**src/rtl/adcsq_map.svh**
```systemverilog
// register offsets, field positions, reset values and timing counts of the converter control
`ifndef ADCSQ_MAP_SVH
`define ADCSQ_MAP_SVH
`define ADCSQ_OFF_CTRL      12'h000
`define ADCSQ_OFF_RESULT    12'h004
`define ADCSQ_OFF_INJ       12'h008
`define ADCSQ_OFF_SCANMASK  12'h00c
`define ADCSQ_OFF_IRQ_STAT  12'h010
`define ADCSQ_OFF_IRQ_MASK  12'h014
`define ADCSQ_OFF_DIGIN     12'h018
`define ADCSQ_CTRL_CH_LSB   0
`define ADCSQ_CTRL_MODE_LSB 4
`define ADCSQ_CTRL_START    7
`define ADCSQ_CTRL_BUSY     8
`define ADCSQ_CTRL_WAIT     9
`define ADCSQ_CTRL_PROT     10
`define ADCSQ_CTRL_INJ_REQ  11
`define ADCSQ_CTRL_STC_LSB  12
`define ADCSQ_CTRL_CTC_LSB  14
`define ADCSQ_IRQ_DONE      0
`define ADCSQ_IRQ_OVR       1
`define ADCSQ_IRQ_INJ       2
`define ADCSQ_CTRL_RESET    32'h0000_0000
`define ADCSQ_TCL_CYCLES    2
`define ADCSQ_CTC_00        24
`define ADCSQ_CTC_10        96
`define ADCSQ_CTC_11        48
`define ADCSQ_CONV_STEPS    10
`endif

```
**src/rtl/adcsq_pkg.sv**
```systemverilog
// types of the converter control
package adcsq_pkg;
  typedef enum logic [1:0] {
    ADCSQ_SINGLE_ONCE,
    ADCSQ_SINGLE_CONT,
    ADCSQ_SCAN_ONCE,
    ADCSQ_SCAN_CONT
  } adcsq_mode_t;
  typedef enum logic [2:0] {
    ADCSQ_IDLE,
    ADCSQ_SAMPLE,
    ADCSQ_CONVERT,
    ADCSQ_STORE,
    ADCSQ_HOLD
  } adcsq_state_t;
endpackage : adcsq_pkg

```
**src/rtl/adcsq_ctrl.sv**
```systemverilog
// sequencer, timing and APB register file of the 16-channel 10-bit converter control
//
// Chosen here: the APB interface to the registers and the register addresses.
`timescale 1ns/1ps
`include "adcsq_map.svh"
module adcsq_ctrl #(
  parameter int NCH = 16,
  parameter int RW  = 10
) (
  // clock and reset
  input  wire logic            mclk_i,
  input  wire logic            rst_b_i,
  // apb slave
  input  wire logic            psel_i,
  input  wire logic            penable_i,
  input  wire logic            pwrite_i,
  input  wire logic [11:0]     paddr_i,
  input  wire logic [31:0]     pwdata_i,
  output logic      [31:0]     prdata_o,
  output logic                 pready_o,
  output logic                 pslverr_o,
  // converter core
  output logic      [3:0]      mux_sel_o,
  output logic                 sample_o,
  output logic                 conv_step_o,
  input  wire logic [RW-1:0]   core_data_i,
  input  wire logic [NCH-1:0]  digin_i,
  // events
  output logic                 event_req_o,
  output logic                 irq_o
);
  import adcsq_pkg::*;
  if (NCH != 16 || RW != 10) $error("adcsq_ctrl: only 16 channels of 10 bits are served");
  adcsq_state_t state_q;
  logic [3:0]   chan_q, inj_chan_q;
  adcsq_mode_t  mode_q;
  logic         wait_q, prot_q, busy_q, inj_pend_q, inj_act_q;
  logic [1:0]   ctc_q, stc_q;
  logic [15:0]  scan_mask_q;
  logic [7:0]   tick_q;
  logic [3:0]   tcc_cnt_q;
  logic [3:0]   step_q;
  logic [RW-1:0] res_val_q, inj_val_q;
  logic [3:0]   res_ch_q, inj_ch_q;
  logic         res_full_q;
  logic [2:0]   stat_q, mask_q;
  logic         evt_q;
  logic [13:0]  hold_data;
  logic wr_acc, rd_acc;
  assign wr_acc = psel_i && penable_i && pwrite_i;
  assign rd_acc = psel_i && penable_i && !pwrite_i;
  // conversion clock period in mclk cycles
  function automatic logic [7:0] tcc_cycles(input logic [1:0] code);
    unique case (code)
      2'b00:   tcc_cycles = 8'(`ADCSQ_CTC_00 * `ADCSQ_TCL_CYCLES);
      2'b10:   tcc_cycles = 8'(`ADCSQ_CTC_10 * `ADCSQ_TCL_CYCLES);
      2'b11:   tcc_cycles = 8'(`ADCSQ_CTC_11 * `ADCSQ_TCL_CYCLES);
      default: tcc_cycles = 8'(`ADCSQ_CTC_00 * `ADCSQ_TCL_CYCLES);
    endcase
  endfunction : tcc_cycles
  // next selected scan channel at or after a start index, wrapping
  function automatic logic [4:0] next_scan(input logic [15:0] m, input logic [3:0] from);
    logic [4:0] r;
    logic [3:0] idx;
    r = 5'h10;
    for (int k = 15; k >= 0; k--) begin
      idx = 4'(from + 4'(k));
      if (m[idx]) r = {1'b0, idx};
    end
    next_scan = r;
  endfunction : next_scan
  logic rd_result, cont_mode, scan_mode, start_wr;
  assign rd_result = rd_acc && paddr_i == `ADCSQ_OFF_RESULT;
  assign cont_mode = mode_q == ADCSQ_SINGLE_CONT || mode_q == ADCSQ_SCAN_CONT;
  assign scan_mode = mode_q == ADCSQ_SCAN_ONCE || mode_q == ADCSQ_SCAN_CONT;
  assign start_wr  = wr_acc && paddr_i == `ADCSQ_OFF_CTRL && pwdata_i[`ADCSQ_CTRL_START];
  logic tcc_tick;
  assign tcc_tick = tick_q == 8'h00;
  // base timing: one pulse per conversion clock period, restarted before every sample phase
  // so that each sample time is whole periods long; a start uses the clock code written with it
  always_ff @(posedge mclk_i or negedge rst_b_i) begin
    if (!rst_b_i) begin
      tick_q <= 8'h00;
    end else if (state_q == ADCSQ_IDLE) begin
      tick_q <= 8'(tcc_cycles(start_wr ? pwdata_i[`ADCSQ_CTRL_CTC_LSB +: 2] : ctc_q) - 8'h01);
    end else if (state_q == ADCSQ_STORE || state_q == ADCSQ_HOLD || tcc_tick) begin
      tick_q <= 8'(tcc_cycles(ctc_q) - 8'h01);
    end else begin
      tick_q <= 8'(tick_q - 8'h01);
    end
  end
  logic [4:0] scan_nx;
  assign scan_nx = next_scan(scan_mask_q, 4'(chan_q + 4'h1));
  logic store_now, res_blocked;
  assign store_now   = state_q == ADCSQ_STORE;
  assign res_blocked = res_full_q && !rd_result && (prot_q || (wait_q && cont_mode));

  // sequencer
  always_ff @(posedge mclk_i or negedge rst_b_i) begin
    if (!rst_b_i) begin
      state_q   <= ADCSQ_IDLE;
      busy_q    <= 1'b0;
      inj_act_q <= 1'b0;
      tcc_cnt_q <= 4'h0;
      step_q    <= 4'h0;
      mux_sel_o <= 4'h0;
      sample_o  <= 1'b0;
      conv_step_o <= 1'b0;
    end else begin
      conv_step_o <= 1'b0;
      unique case (state_q)
        ADCSQ_IDLE: begin
          if (start_wr) begin
            state_q   <= ADCSQ_SAMPLE;
            busy_q    <= 1'b1;
            mux_sel_o <= pwdata_i[`ADCSQ_CTRL_CH_LSB +: 4];
            sample_o  <= 1'b1;
            tcc_cnt_q <= 4'h0;
          end
        end
        ADCSQ_SAMPLE: begin
          if (tcc_tick) begin
            if (tcc_cnt_q == 4'((4'h1 << stc_q) - 4'h1)) begin
              state_q  <= ADCSQ_CONVERT;
              sample_o <= 1'b0;
              step_q   <= 4'h0;
            end else begin
              tcc_cnt_q <= 4'(tcc_cnt_q + 4'h1);
            end
          end
        end
        ADCSQ_CONVERT: begin
          if (tcc_tick) begin
            conv_step_o <= 1'b1;
            if (step_q == 4'(`ADCSQ_CONV_STEPS - 1)) state_q <= ADCSQ_STORE;
            else step_q <= 4'(step_q + 4'h1);
          end
        end
        ADCSQ_STORE: begin
          if (inj_act_q) begin
            inj_act_q <= 1'b0;
            mux_sel_o <= chan_q;
            state_q   <= ADCSQ_SAMPLE;
            sample_o  <= 1'b1;
            tcc_cnt_q <= 4'h0;
          end else begin
            state_q <= ADCSQ_HOLD;
          end
        end
        ADCSQ_HOLD: begin
          if (!res_blocked) begin
            tcc_cnt_q <= 4'h0;
            if (inj_pend_q && cont_mode) begin
              inj_act_q <= 1'b1;
              mux_sel_o <= inj_chan_q;
              state_q   <= ADCSQ_SAMPLE;
              sample_o  <= 1'b1;
            end else if (mode_q == ADCSQ_SINGLE_ONCE) begin
              state_q <= ADCSQ_IDLE;
              busy_q  <= 1'b0;
            end else if (mode_q == ADCSQ_SINGLE_CONT) begin
              state_q  <= ADCSQ_SAMPLE;
              sample_o <= 1'b1;
            end else if (scan_nx[4] || (mode_q == ADCSQ_SCAN_ONCE && scan_nx[3:0] <= chan_q)) begin
              state_q <= ADCSQ_IDLE;
              busy_q  <= 1'b0;
            end else begin
              mux_sel_o <= scan_nx[3:0];
              state_q   <= ADCSQ_SAMPLE;
              sample_o  <= 1'b1;
            end
          end
        end
        default: state_q <= ADCSQ_IDLE;
      endcase
    end
  end
  // channel currently serviced by the normal sequence
  always_ff @(posedge mclk_i or negedge rst_b_i) begin
    if (!rst_b_i) begin
      chan_q <= 4'h0;
    end else if (state_q == ADCSQ_IDLE && start_wr) begin
      chan_q <= pwdata_i[`ADCSQ_CTRL_CH_LSB +: 4];
    end else if (state_q == ADCSQ_HOLD && !res_blocked && !(inj_pend_q && cont_mode) &&
                 scan_mode && !scan_nx[4]) begin
      chan_q <= scan_nx[3:0];
    end
  end
  // a finished normal result goes into the hold buffer
  logic hold_wr;
  assign hold_wr = store_now && !inj_act_q;
  adcsq_hold_buf #(
    .W (14)
  ) u_hold (
    .mclk_i  (mclk_i),
    .rst_b_i (rst_b_i),
    .wr_i    (hold_wr),
    .wdata_i ({chan_q, core_data_i}),
    .rdata_o (hold_data)
  );
  logic hold_pend_q, hold_load;
  assign hold_load = hold_pend_q && (!res_full_q || rd_result || !(prot_q || (wait_q && cont_mode)));
  // result register, overrun and wait-for-read
  always_ff @(posedge mclk_i or negedge rst_b_i) begin
    if (!rst_b_i) begin
      hold_pend_q <= 1'b0;
      res_val_q   <= '0;
      res_ch_q    <= 4'h0;
      res_full_q  <= 1'b0;
      evt_q       <= 1'b0;
    end else begin
      evt_q <= 1'b0;
      if (hold_wr) hold_pend_q <= 1'b1;
      else if (hold_load) hold_pend_q <= 1'b0;
      if (hold_load && !hold_wr) begin
        res_val_q  <= hold_data[RW-1:0];
        res_ch_q   <= hold_data[13:10];
        res_full_q <= 1'b1;
        evt_q      <= 1'b1;
      end else if (rd_result) begin
        res_full_q <= 1'b0;
      end
    end
  end

  // injected conversion result
  always_ff @(posedge mclk_i or negedge rst_b_i) begin
    if (!rst_b_i) begin
      inj_val_q  <= '0;
      inj_ch_q   <= 4'h0;
      inj_pend_q <= 1'b0;
    end else begin
      if (store_now && inj_act_q) begin
        inj_val_q <= core_data_i;
        inj_ch_q  <= inj_chan_q;
      end
      if (wr_acc && paddr_i == `ADCSQ_OFF_CTRL && pwdata_i[`ADCSQ_CTRL_INJ_REQ] && busy_q && cont_mode)
        inj_pend_q <= 1'b1;
      else if (state_q == ADCSQ_HOLD && !res_blocked && cont_mode)
        inj_pend_q <= 1'b0;
    end
  end
  logic ovr_evt, inj_evt;
  assign ovr_evt = hold_load && !hold_wr && res_full_q && !rd_result && !prot_q;
  assign inj_evt = store_now && inj_act_q;
  // control fields and scan mask held while busy so an injection changes nothing; injection channel and irq mask always writable
  always_ff @(posedge mclk_i or negedge rst_b_i) begin
    if (!rst_b_i) begin
      mode_q      <= ADCSQ_SINGLE_ONCE;
      wait_q      <= 1'b0;
      prot_q      <= 1'b0;
      ctc_q       <= 2'b00;
      stc_q       <= 2'b00;
      inj_chan_q  <= 4'h0;
      scan_mask_q <= 16'h0000;
      mask_q      <= 3'h0;
    end else if (wr_acc) begin
      if (paddr_i == `ADCSQ_OFF_CTRL && !busy_q) begin
        mode_q <= adcsq_mode_t'(pwdata_i[`ADCSQ_CTRL_MODE_LSB +: 2]);
        wait_q <= pwdata_i[`ADCSQ_CTRL_WAIT];
        prot_q <= pwdata_i[`ADCSQ_CTRL_PROT];
        ctc_q  <= pwdata_i[`ADCSQ_CTRL_CTC_LSB +: 2];
        stc_q  <= pwdata_i[`ADCSQ_CTRL_STC_LSB +: 2];
      end
      if (paddr_i == `ADCSQ_OFF_INJ) inj_chan_q <= pwdata_i[3:0];
      if (paddr_i == `ADCSQ_OFF_SCANMASK && !busy_q) scan_mask_q <= pwdata_i[15:0];
      if (paddr_i == `ADCSQ_OFF_IRQ_MASK) mask_q <= pwdata_i[2:0];
    end
  end

  // sticky status, set wins over write-one-to-clear
  logic [2:0] set_v;
  assign set_v = {inj_evt, ovr_evt, evt_q};
  always_ff @(posedge mclk_i or negedge rst_b_i) begin
    if (!rst_b_i) begin
      stat_q <= 3'h0;
    end else begin
      stat_q <= (stat_q & ~((wr_acc && paddr_i == `ADCSQ_OFF_IRQ_STAT) ? pwdata_i[2:0] : 3'h0)) | set_v;
    end
  end
  always_ff @(posedge mclk_i or negedge rst_b_i) begin
    if (!rst_b_i) begin
      irq_o       <= 1'b0;
      event_req_o <= 1'b0;
    end else begin
      irq_o       <= |(stat_q & mask_q);
      event_req_o <= evt_q;
    end
  end
  // apb read data and answer; access phase finishes in one cycle
  logic [31:0] rd_v;
  logic        map_ok;
  always_comb begin
    rd_v   = 32'h0000_0000;
    map_ok = 1'b1;
    unique case (paddr_i)
      `ADCSQ_OFF_CTRL:     rd_v = {16'h0000, ctc_q, stc_q, inj_pend_q, prot_q, wait_q, busy_q, 1'b0,
                                   1'b0, mode_q, chan_q};
      `ADCSQ_OFF_RESULT:   rd_v = {16'h0000, res_ch_q, 2'b00, res_val_q};
      `ADCSQ_OFF_INJ:      rd_v = {16'h0000, inj_ch_q, 2'b00, inj_val_q};
      `ADCSQ_OFF_SCANMASK: rd_v = {16'h0000, scan_mask_q};
      `ADCSQ_OFF_IRQ_STAT: rd_v = {29'h0, stat_q};
      `ADCSQ_OFF_IRQ_MASK: rd_v = {29'h0, mask_q};
      `ADCSQ_OFF_DIGIN:    rd_v = {16'h0000, digin_i & ~scan_mask_q};
      default:             map_ok = 1'b0;
    endcase
  end
  always_ff @(posedge mclk_i or negedge rst_b_i) begin
    if (!rst_b_i) begin
      pready_o  <= 1'b0;
      pslverr_o <= 1'b0;
      prdata_o  <= 32'h0000_0000;
    end else begin
      pready_o  <= psel_i && !penable_i;
      pslverr_o <= psel_i && !penable_i && !map_ok;
      prdata_o  <= (psel_i && !penable_i && !pwrite_i) ? rd_v : 32'h0000_0000;
    end
  end
endmodule : adcsq_ctrl

```
**src/rtl/adcsq_hold_buf.sv**
```systemverilog
// one-entry hold buffer for a finished result waiting for the result register to be read
`timescale 1ns/1ps
module adcsq_hold_buf #(
  parameter int W = 14
) (
  // clock and reset
  input  wire logic         mclk_i,
  input  wire logic         rst_b_i,
  // write and read
  input  wire logic         wr_i,
  input  wire logic [W-1:0] wdata_i,
  output logic      [W-1:0] rdata_o
);
  if (W < 1) $error("adcsq_hold_buf: width must be positive");
  always_ff @(posedge mclk_i or negedge rst_b_i) begin
    if (!rst_b_i) begin
      rdata_o <= '0;
    end else if (wr_i) begin
      rdata_o <= wdata_i;
    end
  end
endmodule : adcsq_hold_buf

```
**config.mk**
```make
export PLATFORM = sky130hd
export DESIGN_NAME = adcsq_ctrl
export DESIGN_NICKNAME = d
export VERILOG_FILES = /design/src/rtl/adcsq_pkg.sv /design/src/rtl/adcsq_ctrl.sv /design/src/rtl/adcsq_hold_buf.sv
export VERILOG_INCLUDE_DIRS = /design/src /design/src/rtl
export SDC_FILE = /design/constraint.sdc
export NUM_CORES = 1
export LEC_CHECK = 0
export BUFFER_PORTS_ARGS = -buffer_cell sky130_fd_sc_hd__buf_4
export CORE_ASPECT_RATIO = 1.4
export CORE_MARGIN = 1.5
export CORE_UTILIZATION = 35
export DETAILED_ROUTE_END_ITERATION = 10
export SLEW_MARGIN = 5
export SYNTH_ARGS = -nofsm -noshare
export SYNTH_HDL_FRONTEND = slang
export SYNTH_SLANG_ARGS = --single-unit
export TNS_END_PERCENT = 5
```
**constraint.sdc**
```tcl
create_clock -name mclk_i -period 8.4 [get_ports mclk_i]
set_clock_uncertainty 0.05 [all_clocks]
set_input_delay 1.68 -clock mclk_i [delete_from_list [all_inputs] [get_ports mclk_i]]
set_output_delay 1.68 -clock mclk_i [all_outputs]
set_load 0.05 [all_outputs]
```
==> results.toml <==
[run_status]
status = "finished clean"

[yosys]
avgSynthCellArea_um2 = 9.48
ys_ff_latch = 131
synth_top_cell_by_area = "dfrtp_1"
synthDominantCellAreaShare_pct = 37.3
synth.distinct_cells = 82
synthesis.instances = 928
synth.area.top_cells = "dfrtp_1, mux2_2, mux2i_1"
seq_area_frac_synth_pct = 37.3
synth-edff-count = 0
syn-cell-area_mm2 = 0.00879
synthArstFlopShare_pct = 100
post-synth-top-count-cell = "dfrtp_1"
yosysWarnings = 0
ys_dominant_reg_cell = "dfrtp_1"
ys_top_cells_by_count = "dfrtp_1, mux2_2, nand2_1, nor2_1, a21oi_1"

[place]
place_ws_ns = 1.69
gp_congestion = 0.911
port_buffers = 84
place_inst = 1296
hpwl_um = 19700

[global_routing]
antenna_found_initial = 0
grt.overflow.total = 0
grt_pass1_vias = 7453
grt_usage_pct = 20.8
grt_max_degree = 91
grt_pass1_wl_um = 41300

[floorplan]
core.rowCount = 68
ios = 117
dieWidth_um = 137
dieArea_mm2 = 0.0261
dieHeight_um = 191
start_util_pct = 35.6
core-area_mm2 = 0.0247

[setup_path]
end_kind = "flop"
slowest_delay_ns = 0.72
reg2reg_slack_ns = 1.59
timing.critical_path.required_ns = 8.65
setup.worst_path.start_class = "flop"
cp_slowest_cell = "o32ai_1"
reg2regPathDepth = 24
arrival_ns = 7.06
path_class = "flop to flop"
timing.rr.start = "chan_q[1]"
crit_top_cell = "ha_1"
path_cells = "ha_1 -> xnor2_2 -> buf_4 -> inv_2 -> ha_1 -> a21bo_1 -> a31oi_2 -> xnor2_2 -> mux4_2 -> a311oi_1 -> o21ai_1 -> o22ai_1 -> a21oi_1 -> o32ai_1 -> inv_1 -> ha_1 -> o21a_1 -> o21ai_0 -> nand3b_1 -> nand3_1 -> a21oi_2 -> nor2_4 -> nor3_1 -> a221o_1"
rr_endpoint = "mux_sel_o[1]"
cp_max_fo = 18

[worst_hold_path]
holdPathStages = 0
hold-path-endpoint = "event_req_o"
min_from = "evt_q"
hp-class = "flop to flop"

[cts]
path_clk_slew_ns = 0.06
cts_root_buf = "clkbuf_16"
cts_buffers = 17
htreeDepth = 4
clock_latency_ns = 0.42
cts_sinks = 131
cts_buffer_depth = 2
cts.hold.buffers_added = 0
cts_resized = 0
cts_setup_buffers = 0
cts_tree = "yes"

[detailed_routing]
drc_errors = 0
drt-total-wl_um = 26500
dr_total_vias = 7579
drt_first_pass_iters = 6
via_per_inst = 5.71
ant_nets = 0
drt_iter0_markers = 530
wl_per_cell_um = 20.0

[timing]
max_freq_mhz = 147
setup_violations = 0
slew_headroom_pct = 32.6
post-route-min-period_ns = 6.81
hold_violations = 0
finalCritPeriodShare_pct = 81.0
rsz0062_at_grt = "false"
drv_slew = 0
worstMarginPinSlew_ns = 1.00
setup_ws_ns = 1.59
fin_setup_tns_ns = 0

[power]
peakVddDrop_mv = 0.142
power.density_mw_per_mm2 = 152
p_total_mw = 1.58
p_leak_nw = 4.51

[cells_and_area]
synthToLayoutAreaGrowth_pct = 17.5
layout-drive-gt1-share_pct = 25.3
fin_nets = 1089
instances_no_fill = 1328
num_antenna_cells = 0

[run]
maxCapViolCount = 0
-- power by group --
| part | internal (mW) | total, mW | switching (mW) |
|---|---|---|---|
| Clock | 0.562 | 0.859 | 0.297 |
| Sequential | 0.634 | 0.636 | 0.00172 |
| Combinational | 0.0274 | 0.0803 | 0.0530 |
-- cell usage in the layout, fill, tap and decap left out, types with 6 or more instances in the layout --
cell type,count
nand3_1,24
nor2_1,77
a221oi_1,7
o22ai_1,6
nor3_1,23
nand3b_1,6
a31oi_1,10
conb_1,16
xnor2_1,13
nor3b_1,6
mux2i_1,49
and2_1,11
dfrtp_1,131
bufinv_16,6
nand2_1,92
or3_1,9
clkbuf_16,17
o211ai_1,6
ha_1,14
o21ai_0,56
mux4_2,7
nand4_1,8
a21o_1,11
a21oi_1,76
mux2_2,98
buf_4,95
inv_1,17
-- state kept, by name, indices dropped and copies added (netlist names), 2 cells and up --
register        flops
prdata_o           16
scan_mask_q        16
u_hold.rdata_o     14
inj_val_q          10
res_val_q          10
tick_q              8
chan_q              4
inj_ch_q            4
inj_chan_q          4
mux_sel_o           4
res_ch_q            4
step_q              4
tcc_cnt_q           4
mask_q              3
stat_q              3
state_q             3
ctc_q               2
mode_q              2
stc_q               2
-- layer usage --
metal / up-vias / part of all wire, % / track usage, %
met5: - / 0 / 0
met4: 0 / 4.2 / 10.2
met3: 67 / 3.3 / 2.31
met2: 193 / 53 / 37.7
met1: 3779 / 39 / 24.0
li1: 3540 / - / -
-- worst max path at each step --
| stage | from | slack [ns] | endpoint | cells after the start |
|---|---|---|---|---|
| floorplan | chan_q[0] | 2.58 | mux_sel_o[1] | 28 |
| global placement | chan_q[1] | 1.75 | mux_sel_o[1] | 24 |
| detailed placement | chan_q[1] | 1.69 | mux_sel_o[1] | 24 |
| CTS | chan_q[1] | 1.65 | mux_sel_o[1] | 24 |
| global route | chan_q[1] | 1.22 | mux_sel_o[3] | 24 |
| finish | chan_q[1] | 1.59 | mux_sel_o[1] | 24 |
-- layout make-up --
| type | count | area [µm²] |
|---|---|---|
| fill | 2431 | 14300 |
| multi-input combinational | 730 | 5170 |
| sequential | 131 | 3280 |
| clock inverter | 14 | 248 |
| timing repair buffer | 96 | 724 |
| inverter | 24 | 90.1 |
| tap | 315 | 394 |
| clock buffer | 18 | 429 |
-- kinds of logic (layout without fill, tap and decap cells) --
group / count (synthesis) / count (layout) / share of synthesized area, %
AOI/OAI and AO/OA: 236 / 236 / 17.1
adders and majority gates: 14 / 14 / 1.99
and+or+nand+nor: 287 / 287 / 15.8
buffers and inverters: 82 / 152 / 4.72
xor gates and xnor gates: 21 / 21 / 2.66
DFF: 131 / 131 / 37.3
other: 1 / 16 / 0.0426
muxes: 156 / 156 / 20.4
-- per-stage QoR --
stage / instance area, µm² / util (%) / hold slack (ns)
after floorplan: 8850 / - / 0.305
after global placement: 9660 / 39.1 / 0.321
after detailed placement: 9660 / 39.1 / 0.319
after CTS: 10300 / 41.9 / 0.333
after global routing: 10300 / 41.9 / 0.358
final: 10300 / 41.9 / 0.338
-- worst max-delay path, delay by kind of cell, from the launching register on --
| kind | cells | cell delay, ns |
|---|---|---|
| simple gates | 4 | 0.53 |
| xor+xnor | 2 | 0.32 |
| fa+ha+maj | 3 | 1.19 |
| flops | 1 | 0.69 |
| buf+inv | 3 | 0.62 |
| compound gates | 11 | 2.59 |
| mux | 1 | 0.68 |
(Power assumes the default switching activity.)
